## src/air_pkg.sv

```systemverilog
/*
  air_pkg: offsets, field positions, reset values and codes of the
  right-ADC input routing register bank.
  assumes: used by air_regs only; all names written air_pkg::name.
*/
package air_pkg;

  // ---------------------------------------------------------------
  // register offsets (byte addresses)
  // ---------------------------------------------------------------
  localparam logic [7:0] OFS_SECOND_RIGHT_LINE_INPUT_ROUTE = 8'h17;
  localparam logic [7:0] OFS_FIRST_LEFT_LINE_INPUT_ROUTE = 8'h18;

  // ---------------------------------------------------------------
  // field positions
  // ---------------------------------------------------------------
  localparam int DIFF_BIT   = 7;
  localparam int LEVEL_MSB  = 6;
  localparam int LEVEL_LSB  = 3;
  localparam int WBIAS_BIT  = 2;

  // ---------------------------------------------------------------
  // reset values and codes
  // ---------------------------------------------------------------
  localparam logic       DIFF_RST    = 1'h0;
  localparam logic [3:0] LEVEL_RST   = 4'hF;
  localparam logic       WBIAS_RST   = 1'h0;
  localparam logic [3:0] LEVEL_OFF   = 4'hF;
  localparam logic [3:0] LEVEL_MAXOK = 4'h8;
  localparam logic [3:0] LVL_0DB     = 4'h0;
  localparam logic [3:0] LVL_6DB     = 4'h4;
  localparam logic [3:0] LVL_12DB    = 4'h8;

  // ---------------------------------------------------------------
  // bus answer timing: waitrequest low in the cycle after the request
  // ---------------------------------------------------------------
  localparam int ACK_CYCLES = 1;

endpackage

```

## src/air_regs.sv

```systemverilog
/*
  air_regs: two 8-bit routing registers for the right ADC mixer,
  reached over an Avalon-MM slave with waitrequest.
  assumes: synchronous bus master on mclk, asynchronous active-low
  reset, analog controls taken from the outputs below.
*/
// Functional notes
// - second_right_line_input bit 7 selects differential mode
// - second_right_line_input codes 0, 4, 8 give 0/-6/-12 dB
// - second_right_line_input code 1111 disconnects, also reset
// - second_right_line_input bit 2 enables weak common-mode bias
// - second_right_line_input bits 1:0 read-only zero
// - first_left_line_input bit 7 selects differential mode
// - first_left_line_input codes 0..8 step -1.5 dB
// - valid first_left_line_input code connects the input
// - first_left_line_input code 1111 disconnects, also reset
// - first_left_line_input bits 2:0 read-only zero
`timescale 1ns/100ps
module air_regs #(
  parameter int ADDR_W = 8
) (
  input  wire logic              mclk,
  input  wire logic              rst_b,
  input  wire logic [ADDR_W-1:0] avs_address,
  input  wire logic              avs_read,
  input  wire logic              avs_write,
  input  wire logic [31:0]       avs_writedata,
  input  wire logic [3:0]        avs_byteenable,
  output logic [31:0]            avs_readdata,
  output logic                   avs_waitrequest,
  output logic                   second_right_line_input_diff,
  output logic [3:0]             second_right_line_input_level,
  output logic                   second_right_line_input_connect,
  output logic                   right_weak_bias,
  output logic                   first_left_line_input_diff,
  output logic [3:0]             first_left_line_input_level,
  output logic                   first_left_line_input_connect
);

  // ---------------------------------------------------------------
  // state types
  // ---------------------------------------------------------------
  typedef enum logic [1:0] {
    AIR_IDLE = 2'b01,
    AIR_ACK  = 2'b10
  } air_state_e;

  air_state_e state_reg;
  air_state_e state_next;

  logic       l2_diff_reg;
  logic [3:0] l2_level_reg;
  logic       wbias_reg;
  logic       l1_diff_reg;
  logic [3:0] l1_level_reg;
  logic [31:0] rdata_reg;
  logic        wait_reg;

  // ---------------------------------------------------------------
  // decode
  // ---------------------------------------------------------------
  wire        req_w    = avs_read | avs_write;
  wire        hit_l2   = avs_address == ADDR_W'(air_pkg::OFS_SECOND_RIGHT_LINE_INPUT_ROUTE);
  wire        hit_l1   = avs_address == ADDR_W'(air_pkg::OFS_FIRST_LEFT_LINE_INPUT_ROUTE);
  wire        fire     = (state_reg == AIR_ACK) && req_w;
  wire        wr_l2    = fire && avs_write && hit_l2 && avs_byteenable[0];
  wire        wr_l1    = fire && avs_write && hit_l1 && avs_byteenable[0];
  wire [7:0]  wd       = avs_writedata[7:0];
  // reserved low bits never stored, read back as zero
  wire [7:0]  rd_l2    = {l2_diff_reg, l2_level_reg, wbias_reg, 2'h0};
  wire [7:0]  rd_l1    = {l1_diff_reg, l1_level_reg, 3'h0};
  wire [7:0]  rd_sel   = hit_l2 ? rd_l2 : (hit_l1 ? rd_l1 : 8'h00);
  wire [3:0]  l2_lvl_n = wd[air_pkg::LEVEL_MSB:air_pkg::LEVEL_LSB];
  wire [3:0]  l1_lvl_n = wd[air_pkg::LEVEL_MSB:air_pkg::LEVEL_LSB];

  // ---------------------------------------------------------------
  // handshake: one wait cycle, then answer
  // ---------------------------------------------------------------
  always_comb
  begin
    case (state_reg)
      AIR_IDLE: state_next = req_w ? AIR_ACK : AIR_IDLE;
      AIR_ACK:  state_next = AIR_IDLE;
      default:  state_next = AIR_IDLE;
    endcase
  end

  always_ff @(posedge mclk or negedge rst_b)
  begin
    if (!rst_b)
    begin
      state_reg <= AIR_IDLE;
      wait_reg  <= 1'h1;
      rdata_reg <= 32'h0000_0000;
    end
    else
    begin
      state_reg <= state_next;
      wait_reg  <= !(state_reg == AIR_IDLE && req_w);
      if (state_reg == AIR_IDLE && avs_read)
        rdata_reg <= {24'h00_0000, rd_sel};
    end
  end

  // ---------------------------------------------------------------
  // register storage
  // ---------------------------------------------------------------
  always_ff @(posedge mclk or negedge rst_b)
  begin
    if (!rst_b)
    begin
      l2_diff_reg  <= air_pkg::DIFF_RST;
      l2_level_reg <= air_pkg::LEVEL_RST;
      wbias_reg    <= air_pkg::WBIAS_RST;
      l1_diff_reg  <= air_pkg::DIFF_RST;
      l1_level_reg <= air_pkg::LEVEL_RST;
    end
    else
    begin
      if (wr_l2)
      begin
        l2_diff_reg  <= wd[air_pkg::DIFF_BIT];
        l2_level_reg <= l2_lvl_n;
        wbias_reg    <= wd[air_pkg::WBIAS_BIT];
      end
      if (wr_l1)
      begin
        l1_diff_reg  <= wd[air_pkg::DIFF_BIT];
        l1_level_reg <= l1_lvl_n;
      end
    end
  end

  // ---------------------------------------------------------------
  // analog-side controls, all registered
  // ---------------------------------------------------------------
  always_ff @(posedge mclk or negedge rst_b)
  begin
    if (!rst_b)
    begin
      second_right_line_input_diff     <= air_pkg::DIFF_RST;
      second_right_line_input_level    <= air_pkg::LEVEL_RST;
      second_right_line_input_connect  <= 1'h0;
      right_weak_bias <= air_pkg::WBIAS_RST;
      first_left_line_input_diff     <= air_pkg::DIFF_RST;
      first_left_line_input_level    <= air_pkg::LEVEL_RST;
      first_left_line_input_connect  <= 1'h0;
    end
    else
    begin
      second_right_line_input_diff     <= l2_diff_reg;
      second_right_line_input_level    <= l2_level_reg;
      second_right_line_input_connect  <= l2_level_reg != air_pkg::LEVEL_OFF;
      right_weak_bias <= wbias_reg;
      first_left_line_input_diff     <= l1_diff_reg;
      first_left_line_input_level    <= l1_level_reg;
      first_left_line_input_connect  <= l1_level_reg != air_pkg::LEVEL_OFF;
    end
  end

  assign avs_readdata    = rdata_reg;
  assign avs_waitrequest = wait_reg;
endmodule

```

## config.mk

```make
export PLATFORM = sky130hd
export DESIGN_NAME = air_regs
export DESIGN_NICKNAME = d
export VERILOG_FILES = /design/src/air_pkg.sv /design/src/air_regs.sv
export SDC_FILE = /design/constraint.sdc
export NUM_CORES = 1
export LEC_CHECK = 0
export BUFFER_PORTS_ARGS = -buffer_cell sky130_fd_sc_hd__buf_4
export CAP_MARGIN = 40
export CORE_MARGIN = 2
export CORE_UTILIZATION = 37
export CTS_BUF_LIST = sky130_fd_sc_hd__clkbuf_8 sky130_fd_sc_hd__clkbuf_16
export DETAILED_ROUTE_END_ITERATION = 8
export HOLD_SLACK_MARGIN = 0.15
export PLACE_DENSITY = 0.75
export SYNTH_ARGS = -nofsm -noshare
export SYNTH_HDL_FRONTEND = slang
export SYNTH_SLANG_ARGS = --single-unit
```

## constraint.sdc

```tcl
create_clock -name mclk -period 1.72 [get_ports mclk]
set_clock_uncertainty 0.15 [all_clocks]
set_input_delay 0.43 -clock mclk [delete_from_list [all_inputs] [get_ports mclk]]
set_output_delay 0.43 -clock mclk [all_outputs]
set_load 0.01 [all_outputs]
```

==> impl_metrics.xml, run 1 <==
<?xml version="1.0" encoding="UTF-8"?>
<metrics>
  <group name="outcome">
    <metric name="run_status" unit="">complete, but fails checks</metric>
    <metric name="violated_checks" unit="">setup timing</metric>
  </group>
  <group name="pwr">
    <metric name="p_comb_frac" unit="">0.118</metric>
    <metric name="clock_power_share" unit="">0.337</metric>
    <metric name="p_int" unit="mW">1.20</metric>
    <metric name="vdd_drop_max" unit="mV">0.404</metric>
    <metric name="switching_share_of_power" unit="">0.241</metric>
    <metric name="share_seq_of_total_power" unit="">0.545</metric>
    <metric name="p_sw" unit="µW">380</metric>
    <metric name="power.leakage" unit="nW">0.933</metric>
    <metric name="power.density" unit="nW/µm²">851</metric>
  </group>
  <group name="sta">
    <metric name="timing.final.crit_share" unit="">1.07</metric>
    <metric name="holdWs" unit="ps">160</metric>
    <metric name="finalMaxSlewViolations" unit="">0</metric>
    <metric name="min_period" unit="ps">1840</metric>
    <metric name="fin_ws" unit="ps">-120</metric>
    <metric name="achievable-frequency" unit="MHz">543</metric>
    <metric name="timing.final.hold_violations" unit="">0</metric>
    <metric name="fin_setup_tns" unit="ps">-866</metric>
    <metric name="setup-violations-final" unit="">11</metric>
    <metric name="unrepaired_setup_endpoints_after_global_routing" unit="">true</metric>
  </group>
  <group name="setup_path">
    <metric name="startpoint" unit="">avs_address[5]</metric>
    <metric name="critical-path-top-delay-family" unit="">simple AND/OR/NAND/NOR gates</metric>
    <metric name="crit_required" unit="ps">1740</metric>
    <metric name="crit_path_start_kind" unit="">primary input</metric>
    <metric name="timing.reg2reg.setup_slack" unit="ps">-10</metric>
    <metric name="timing_worst_setup_path_type" unit="">primary input to flip-flop</metric>
    <metric name="worst_r2r_startpoint" unit="">state_reg[0]$_DFF_PN1_</metric>
    <metric name="worst-path-max-fanout" unit="">4</metric>
    <metric name="reg2reg_to" unit="">l2_diff_reg$_DFFE_PN0P_</metric>
    <metric name="cp.buffers_inverters" unit="">3</metric>
    <metric name="reg2regPathDepth" unit="">5</metric>
    <metric name="slowest_stage_cell_crit_path" unit="">or4b_4</metric>
    <metric name="slowest_delay" unit="ps">540</metric>
    <metric name="worst_path_arrival_time" unit="ps">1860</metric>
    <metric name="crit_chain" unit="">buf_6 -&gt; or4b_4 -&gt; buf_6 -&gt; nor3_4 -&gt; buf_4 -&gt; mux2_4</metric>
    <metric name="most_used_cell_cp" unit="">buf_6</metric>
    <metric name="crit_path_end_kind" unit="">flip-flop</metric>
  </group>
  <group name="yosys">
    <metric name="synth_top_flop_cell" unit="">dfstp_2</metric>
    <metric name="netlist_area_before_placement" unit="µm²">1400</metric>
    <metric name="synthesis.area_per_instance" unit="µm²">14.3</metric>
    <metric name="yosys-top-cells-count" unit="">buf_4, dfstp_2, dfrtp_1, mux2_2</metric>
    <metric name="synth.yosys.seq_area_share" unit="">0.606</metric>
    <metric name="netlist_top_cells_area" unit="">dfstp_2, dfrtp_1, buf_4, mux2_4, mux2_2</metric>
    <metric name="yosys.area.top_type_share" unit="">0.338</metric>
    <metric name="synthCells" unit="">98</metric>
    <metric name="area_leader_netlist" unit="">dfstp_2</metric>
    <metric name="synth.most_common_cell" unit="">buf_4</metric>
    <metric name="synthArstFlopShare" unit="">1.00</metric>
    <metric name="synth_cell_types" unit="">21</metric>
    <metric name="synth_edf_count" unit="">0</metric>
    <metric name="synth.ff_latch_count" unit="">33</metric>
    <metric name="synth-warning-count" unit="">0</metric>
  </group>
  <group name="floorplan">
    <metric name="core_region_area" unit="µm²">3660</metric>
    <metric name="die_area" unit="µm²">4290</metric>
    <metric name="boundary_pins" unit="">94</metric>
    <metric name="die_width" unit="µm">65.5</metric>
    <metric name="die_y" unit="µm">65.5</metric>
    <metric name="initial_utilization" unit="">0.382</metric>
    <metric name="placementRows" unit="">22</metric>
  </group>
  <group name="detailed_routing">
    <metric name="wirelength" unit="µm">2620</metric>
    <metric name="detailroute.via_count" unit="">877</metric>
    <metric name="dr.pass1.iters" unit="">4</metric>
    <metric name="detail_route.vias_per_cell" unit="">4.34</metric>
    <metric name="ant_nets" unit="">0</metric>
    <metric name="drt_iter0_drc" unit="">26</metric>
    <metric name="drcViolationCount" unit="">0</metric>
    <metric name="routed_wire_per_std_cell" unit="µm">13.0</metric>
  </group>
  <group name="placed_design">
    <metric name="io_buffers" unit="">38</metric>
    <metric name="placed_instances" unit="">192</metric>
    <metric name="gp_weighted_congestion" unit="">0.739</metric>
    <metric name="pre_cts_ws" unit="ps">-513</metric>
    <metric name="place_hpwl" unit="µm">1960</metric>
  </group>
  <group name="cts">
    <metric name="root_driver" unit="">clkbuf_8</metric>
    <metric name="worst_skew_pair.late_latency" unit="ps">280</metric>
    <metric name="cts_made_buffers" unit="">5</metric>
    <metric name="cts_htree_levels" unit="">2</metric>
    <metric name="cts_num_sinks" unit="">33</metric>
    <metric name="tritoncts" unit="">built</metric>
    <metric name="worst_setup_hold_path_clk_slew" unit="ps">70</metric>
    <metric name="ctsLongestPathBuffers" unit="">2</metric>
  </group>
  <group name="layout">
    <metric name="finished_core_util" unit="">0.507</metric>
    <metric name="area.growth.synth_to_final" unit="%">32.6</metric>
    <metric name="num_antenna_cells" unit="">0</metric>
    <metric name="largest_reg_flops" unit="">6</metric>
    <metric name="multi_input_area" unit="µm²">472</metric>
    <metric name="drive_gt1_frac" unit="">0.578</metric>
    <metric name="stdcell_count" unit="">202</metric>
    <metric name="layout.nets" unit="">201</metric>
    <metric name="seqCellArea" unit="µm²">848</metric>
    <metric name="filler_cell_count" unit="">326</metric>
  </group>
  <group name="grt">
    <metric name="grt_max_degree" unit="">34</metric>
    <metric name="gr-total-overflow" unit="">0</metric>
    <metric name="antenna_found_initial" unit="">0</metric>
    <metric name="grt.total_usage" unit="">0.134</metric>
    <metric name="first_global_vias" unit="">860</metric>
    <metric name="grt_first_pass_wirelength" unit="µm">4120</metric>
  </group>
  <group name="hold_path">
    <metric name="whs_endpoint" unit="">avs_waitrequest$_DFF_PN1_</metric>
    <metric name="hold-path-cell-count" unit="">2</metric>
    <metric name="min_from" unit="">avs_read</metric>
    <metric name="hp-class" unit="">primary input to flip-flop</metric>
  </group>
  <group name="job">
    <metric name="max-cap-violations" unit="">0</metric>
  </group>
</metrics>
## worst register-to-register path: stages (launching register included)
cell	delay [ps]
dfstp_2	370
nand4b_1	210
buf_4	180
nor3_4	250
buf_4	170
mux2_4	290
## per-stage QoR
| stage | power, mW | cell area (µm²) |
|---|---|---|
| finish | 1.58 | 1860 |
| global route | 1.66 | 1860 |
| CTS | 1.59 | 1840 |
| detailed placement | 1.06 | 1730 |
| global placement | 1.05 | 1730 |
| floorplan | 0.994 | 1520 |
## cell families after synthesis
kind of cell           count (synthesis)  synth area share
other                                  1           0.00268
buffers and inverters                 28             0.150
multiplexers                          11             0.102
AND/OR/NAND/NOR                       17            0.0895
AO/OA/AOI/OAI                          8            0.0492
flip-flops                            33             0.606
## worst max-delay path by stage
stage / end / slack (ps) / cells past startpoint
final: l2_diff_reg$_DFFE_PN0P_ / -120 / 6
after global routing: l2_diff_reg$_DFFE_PN0P_ / -150 / 6
after CTS: wbias_reg$_DFFE_PN0P_ / -110 / 6
after detailed placement: l1_diff_reg$_DFFE_PN0P_ / -510 / 4
after global placement: l1_diff_reg$_DFFE_PN0P_ / -470 / 4
after floorplan: l1_diff_reg$_DFFE_PN0P_ / -300 / 4
## cell type report
| type | instances | share of cell area |
|---|---|---|
| tap | 48 | 0.0324 |
| inverter | 1 | 0.00202 |
| timing repair buffer | 50 | 0.210 |
| clock buffer | 5 | 0.0371 |
| sequential | 33 | 0.457 |
| multi-input combinational | 62 | 0.254 |
| clock inverter | 3 | 0.00742 |
## power by group through the flow
stage | Sequential [mW] | Combinational [mW] | Clock (mW)
final | 0.860 | 0.187 | 0.531
after global placement | 0.868 | 0.178 | 0
after floorplan | 0.874 | 0.119 | 0
after CTS | 0.861 | 0.189 | 0.543
after global routing | 0.864 | 0.208 | 0.587
after detailed placement | 0.873 | 0.184 | 0
## layer usage
layer	wire (µm)	global-route usage	part of all wire
met1	1010	0.150	0.39
met2	1400	0.231	0.53
met3	202	0.0514	0.077
met4	10	0.0469	0.0038
met5	0	0	0
## cell usage in the layout (no fill, tap or decap), types with 3 or more instances in the layout
master | synthesis | routed
a221o_1 | 5 | 5
and2_1 | 5 | 5
buf_4 | 26 | 46
buf_6 | 1 | 3
clkbuf_8 | 0 | 5
conb_1 | 1 | 26
dfrtp_1 | 15 | 15
dfstp_2 | 18 | 18
mux2_4 | 5 | 11
## what timing repair did
action                                 CTS  global route
setup endpoints to repair               17            16
resized for setup                        4             2
pin swaps                                1             0
setup buffers                            0             1
hold buffers                             1             0
endpoints found under the hold margin   15             0
Power figures use the tool's default switching activity.
==> run 2: changes to the inputs <==
Settings changed: ABC_AREA set to 1, CORE_UTILIZATION 37 to 38.
==> run 2 against run 1 <==
  * The flow now finishes without violations
  * Maximum frequency increased by 24%
  * Worst setup slack improved by 350 ps
  * Utilization decreased by 3.1 points
  * Sequential cell count unchanged
  * Largest cell class unchanged
  * Largest power group unchanged
==> impl_metrics.xml, run 2 <==
<?xml version="1.0" encoding="UTF-8"?>
<metrics>
  <group name="setup_path">
    <metric name="worst-path-max-fanout" unit="">1</metric>
    <metric name="crit_path_start_kind" unit="">flip-flop</metric>
    <metric name="timing.reg2reg.setup_slack" unit="ps">350</metric>
    <metric name="crit_chain" unit="">buf_4</metric>
    <metric name="crit_required" unit="ps">1140</metric>
    <metric name="crit_path_end_kind" unit="">output port</metric>
    <metric name="worst_path_arrival_time" unit="ps">910</metric>
    <metric name="timing_worst_setup_path_type" unit="">flip-flop to output port</metric>
    <metric name="slowest_stage_cell_crit_path" unit="">dfstp_2</metric>
    <metric name="cp.buffers_inverters" unit="">1</metric>
    <metric name="worst_r2r_startpoint" unit="">state_reg[0]$_DFF_PN1_</metric>
    <metric name="critical-path-top-delay-family" unit="">flip-flops</metric>
    <metric name="slowest_delay" unit="ps">520</metric>
    <metric name="startpoint" unit="">second_right_line_input_level[3]$_DFF_PN1_</metric>
  </group>
  <group name="yosys">
    <metric name="synthesis.area_per_instance" unit="µm²">9.91</metric>
    <metric name="synth-warning-count" unit="">0</metric>
    <metric name="synth.ff_latch_count" unit="">33</metric>
    <metric name="area_leader_netlist" unit="">dfstp_2</metric>
    <metric name="synth_top_flop_cell" unit="">dfstp_2</metric>
    <metric name="synth.yosys.seq_area_share" unit="">0.552</metric>
    <metric name="netlist_area_before_placement" unit="µm²">1540</metric>
    <metric name="synthArstFlopShare" unit="">1.00</metric>
    <metric name="synth_cell_types" unit="">18</metric>
    <metric name="synthCells" unit="">155</metric>
    <metric name="synth.most_common_cell" unit="">nand2_1</metric>
    <metric name="yosys-top-cells-count" unit="">nand2_1, buf_4, dfstp_2, inv_1, dfrtp_1</metric>
    <metric name="synth_edf_count" unit="">0</metric>
    <metric name="netlist_top_cells_area" unit="">dfstp_2, dfrtp_1, buf_4, nand2_1, nand3_1</metric>
    <metric name="yosys.area.top_type_share" unit="">0.308</metric>
  </group>
  <group name="grt">
    <metric name="antenna_found_initial" unit="">0</metric>
    <metric name="grt.total_usage" unit="">0.119</metric>
    <metric name="first_global_vias" unit="">890</metric>
    <metric name="gr-total-overflow" unit="">0</metric>
    <metric name="grt_max_degree" unit="">34</metric>
    <metric name="grt_first_pass_wirelength" unit="µm">3930</metric>
  </group>
  <group name="sta">
    <metric name="timing.final.crit_share" unit="">0.865</metric>
    <metric name="timing.final.hold_violations" unit="">0</metric>
    <metric name="setup-violations-final" unit="">0</metric>
    <metric name="achievable-frequency" unit="MHz">672</metric>
    <metric name="unrepaired_setup_endpoints_after_global_routing" unit="">false</metric>
    <metric name="finalMaxSlewViolations" unit="">0</metric>
    <metric name="fin_setup_tns" unit="ps">0</metric>
    <metric name="min_period" unit="ps">1490</metric>
    <metric name="holdWs" unit="ps">227</metric>
    <metric name="fin_ws" unit="ps">232</metric>
  </group>
  <group name="cts">
    <metric name="cts_htree_levels" unit="">2</metric>
    <metric name="tritoncts" unit="">built</metric>
    <metric name="cts_num_sinks" unit="">33</metric>
    <metric name="worst_skew_pair.late_latency" unit="ps">280</metric>
    <metric name="cts_setup_buffers" unit="">0</metric>
    <metric name="ctsLongestPathBuffers" unit="">2</metric>
    <metric name="root_driver" unit="">clkbuf_8</metric>
    <metric name="worst_setup_hold_path_clk_slew" unit="ps">60</metric>
    <metric name="holdBufCountCts" unit="">1</metric>
    <metric name="cts_made_buffers" unit="">5</metric>
    <metric name="cts-resized-gates" unit="">0</metric>
  </group>
  <group name="placed_design">
    <metric name="place_hpwl" unit="µm">1910</metric>
    <metric name="io_buffers" unit="">38</metric>
    <metric name="gp_weighted_congestion" unit="">0.821</metric>
    <metric name="pre_cts_ws" unit="ps">147</metric>
    <metric name="placedInstanceArea" unit="µm²">1780</metric>
  </group>
  <group name="detailed_routing">
    <metric name="drcViolationCount" unit="">0</metric>
    <metric name="ant_nets" unit="">0</metric>
    <metric name="dr.pass1.iters" unit="">4</metric>
    <metric name="drt_iter0_drc" unit="">57</metric>
    <metric name="detailroute.via_count" unit="">1021</metric>
    <metric name="detail_route.vias_per_cell" unit="">4.05</metric>
    <metric name="wirelength" unit="µm">2390</metric>
    <metric name="routed_wire_per_std_cell" unit="µm">9.50</metric>
  </group>
  <group name="layout">
    <metric name="layout.nets" unit="">249</metric>
    <metric name="area.growth.synth_to_final" unit="%">22.1</metric>
    <metric name="drive_gt1_frac" unit="">0.406</metric>
    <metric name="largest_reg_flops" unit="">6</metric>
    <metric name="non_filler_cell_area_final" unit="µm²">1880</metric>
    <metric name="num_antenna_cells" unit="">0</metric>
    <metric name="layout.cells.most_common_list" unit="">nand2_1, buf_4, conb_1, dfstp_2, inv_1</metric>
  </group>
  <group name="pwr">
    <metric name="vdd_drop_max" unit="mV">0.307</metric>
    <metric name="share_seq_of_total_power" unit="">0.529</metric>
    <metric name="p_sw" unit="µW">415</metric>
    <metric name="p_comb_frac" unit="">0.143</metric>
    <metric name="power.leakage" unit="nW">0.989</metric>
    <metric name="clock_power_share" unit="">0.328</metric>
    <metric name="p_int" unit="mW">1.19</metric>
    <metric name="power.density" unit="nW/µm²">855</metric>
    <metric name="switching_share_of_power" unit="">0.259</metric>
  </group>
  <group name="hold_path">
    <metric name="hp-class" unit="">primary input to flip-flop</metric>
    <metric name="min_from" unit="">avs_writedata[2]</metric>
  </group>
  <group name="floorplan">
    <metric name="die_y" unit="µm">67.6</metric>
    <metric name="boundary_pins" unit="">94</metric>
    <metric name="core_region_area" unit="µm²">3940</metric>
    <metric name="die_width" unit="µm">67.6</metric>
    <metric name="initial_utilization" unit="">0.390</metric>
    <metric name="placementRows" unit="">23</metric>
    <metric name="die_area" unit="µm²">4570</metric>
  </group>
  <group name="job">
    <metric name="max-cap-violations" unit="">0</metric>
  </group>
  <group name="outcome">
    <metric name="run_status" unit="">finished, final reports clean</metric>
  </group>
</metrics>
[run 2: changes by cell type after synthesis, sizes merged, moves of 4 or more]
cell   before  now
nand3       0   14
a221o       5    0
nand2       0   42
mux2       11    0
and2        5    1
nor2        0    5
o21ai       2   10
inv         1   16
[run 2: tightest hold or removal path: cells and delay by family]
kind | cells | cell delay [ps]
AND/OR/NAND/NOR | 2 | 120
buffers and inverters | 1 | 80
[run 2: path summary, 6_finish.rpt]
check,end,cells after the start
setup / recovery,second_right_line_input_level[3],1
hold / removal,wbias_reg$_DFFE_PN0P_,3
setup reg to reg,l2_diff_reg$_DFFE_PN0P_,4
hold reg to reg,second_right_line_input_level[3]$_DFF_PN1_,0
max in group asynchronous,l1_level_reg[3]$_DFFE_PN1P_,2
min in group asynchronous,right_weak_bias$_DFF_PN0_,2
[run 2: metrics by stage]
stage / cells / total power, mW / utilization
6_report: 252 / 1.60 / 0.476
5_1_grt: 252 / 1.70 / 0.476
4_1_cts: 252 / 1.63 / 0.476
3_5_place_dp: 243 / 1.09 / 0.452
3_3_place_gp: 243 / 1.09 / 0.452
2_1_floorplan: 180 / 1.05 / -
[run 2: power groups by stage]
stage,registers (mW),clock network (mW),logic (mW)
final,0.849,0.525,0.229
after global routing,0.851,0.593,0.258
after CTS,0.849,0.545,0.232
after detailed placement,0.862,0,0.229
after global placement,0.860,0,0.226
after floorplan,0.867,0,0.182
[run 2: layer usage]
layer / vias to the layer above / track usage / wire length [µm]
met5: - / 0 / 0
met1: 446 / 0.144 / 990
li1: 523 / - / -
met4: 0 / 0.0765 / 73
met3: 6 / 0.0300 / 191
met2: 46 / 0.188 / 1140
[run 2: logic make-up (layout without fill, tap and decap cells)]
| logic type | count (synthesis) | count (layout) | synth area share |
|---|---|---|---|
| other | 1 | 26 | 0.00244 |
| and+or+nand+nor | 67 | 67 | 0.220 |
| AOI/OAI and AO/OA | 10 | 10 | 0.0448 |
| buffers and inverters | 44 | 66 | 0.181 |
| DFF | 33 | 33 | 0.552 |
[run 2: cell type report]
cell class,count,area (µm²)
fillers,374,2070
flip-flops and latches,33,848
multi-input cells,103,504
repair buffers,42,318
clock buffers,5,68.8
well taps,50,62.6
inverters,16,60.1
clock inverters,3,13.8
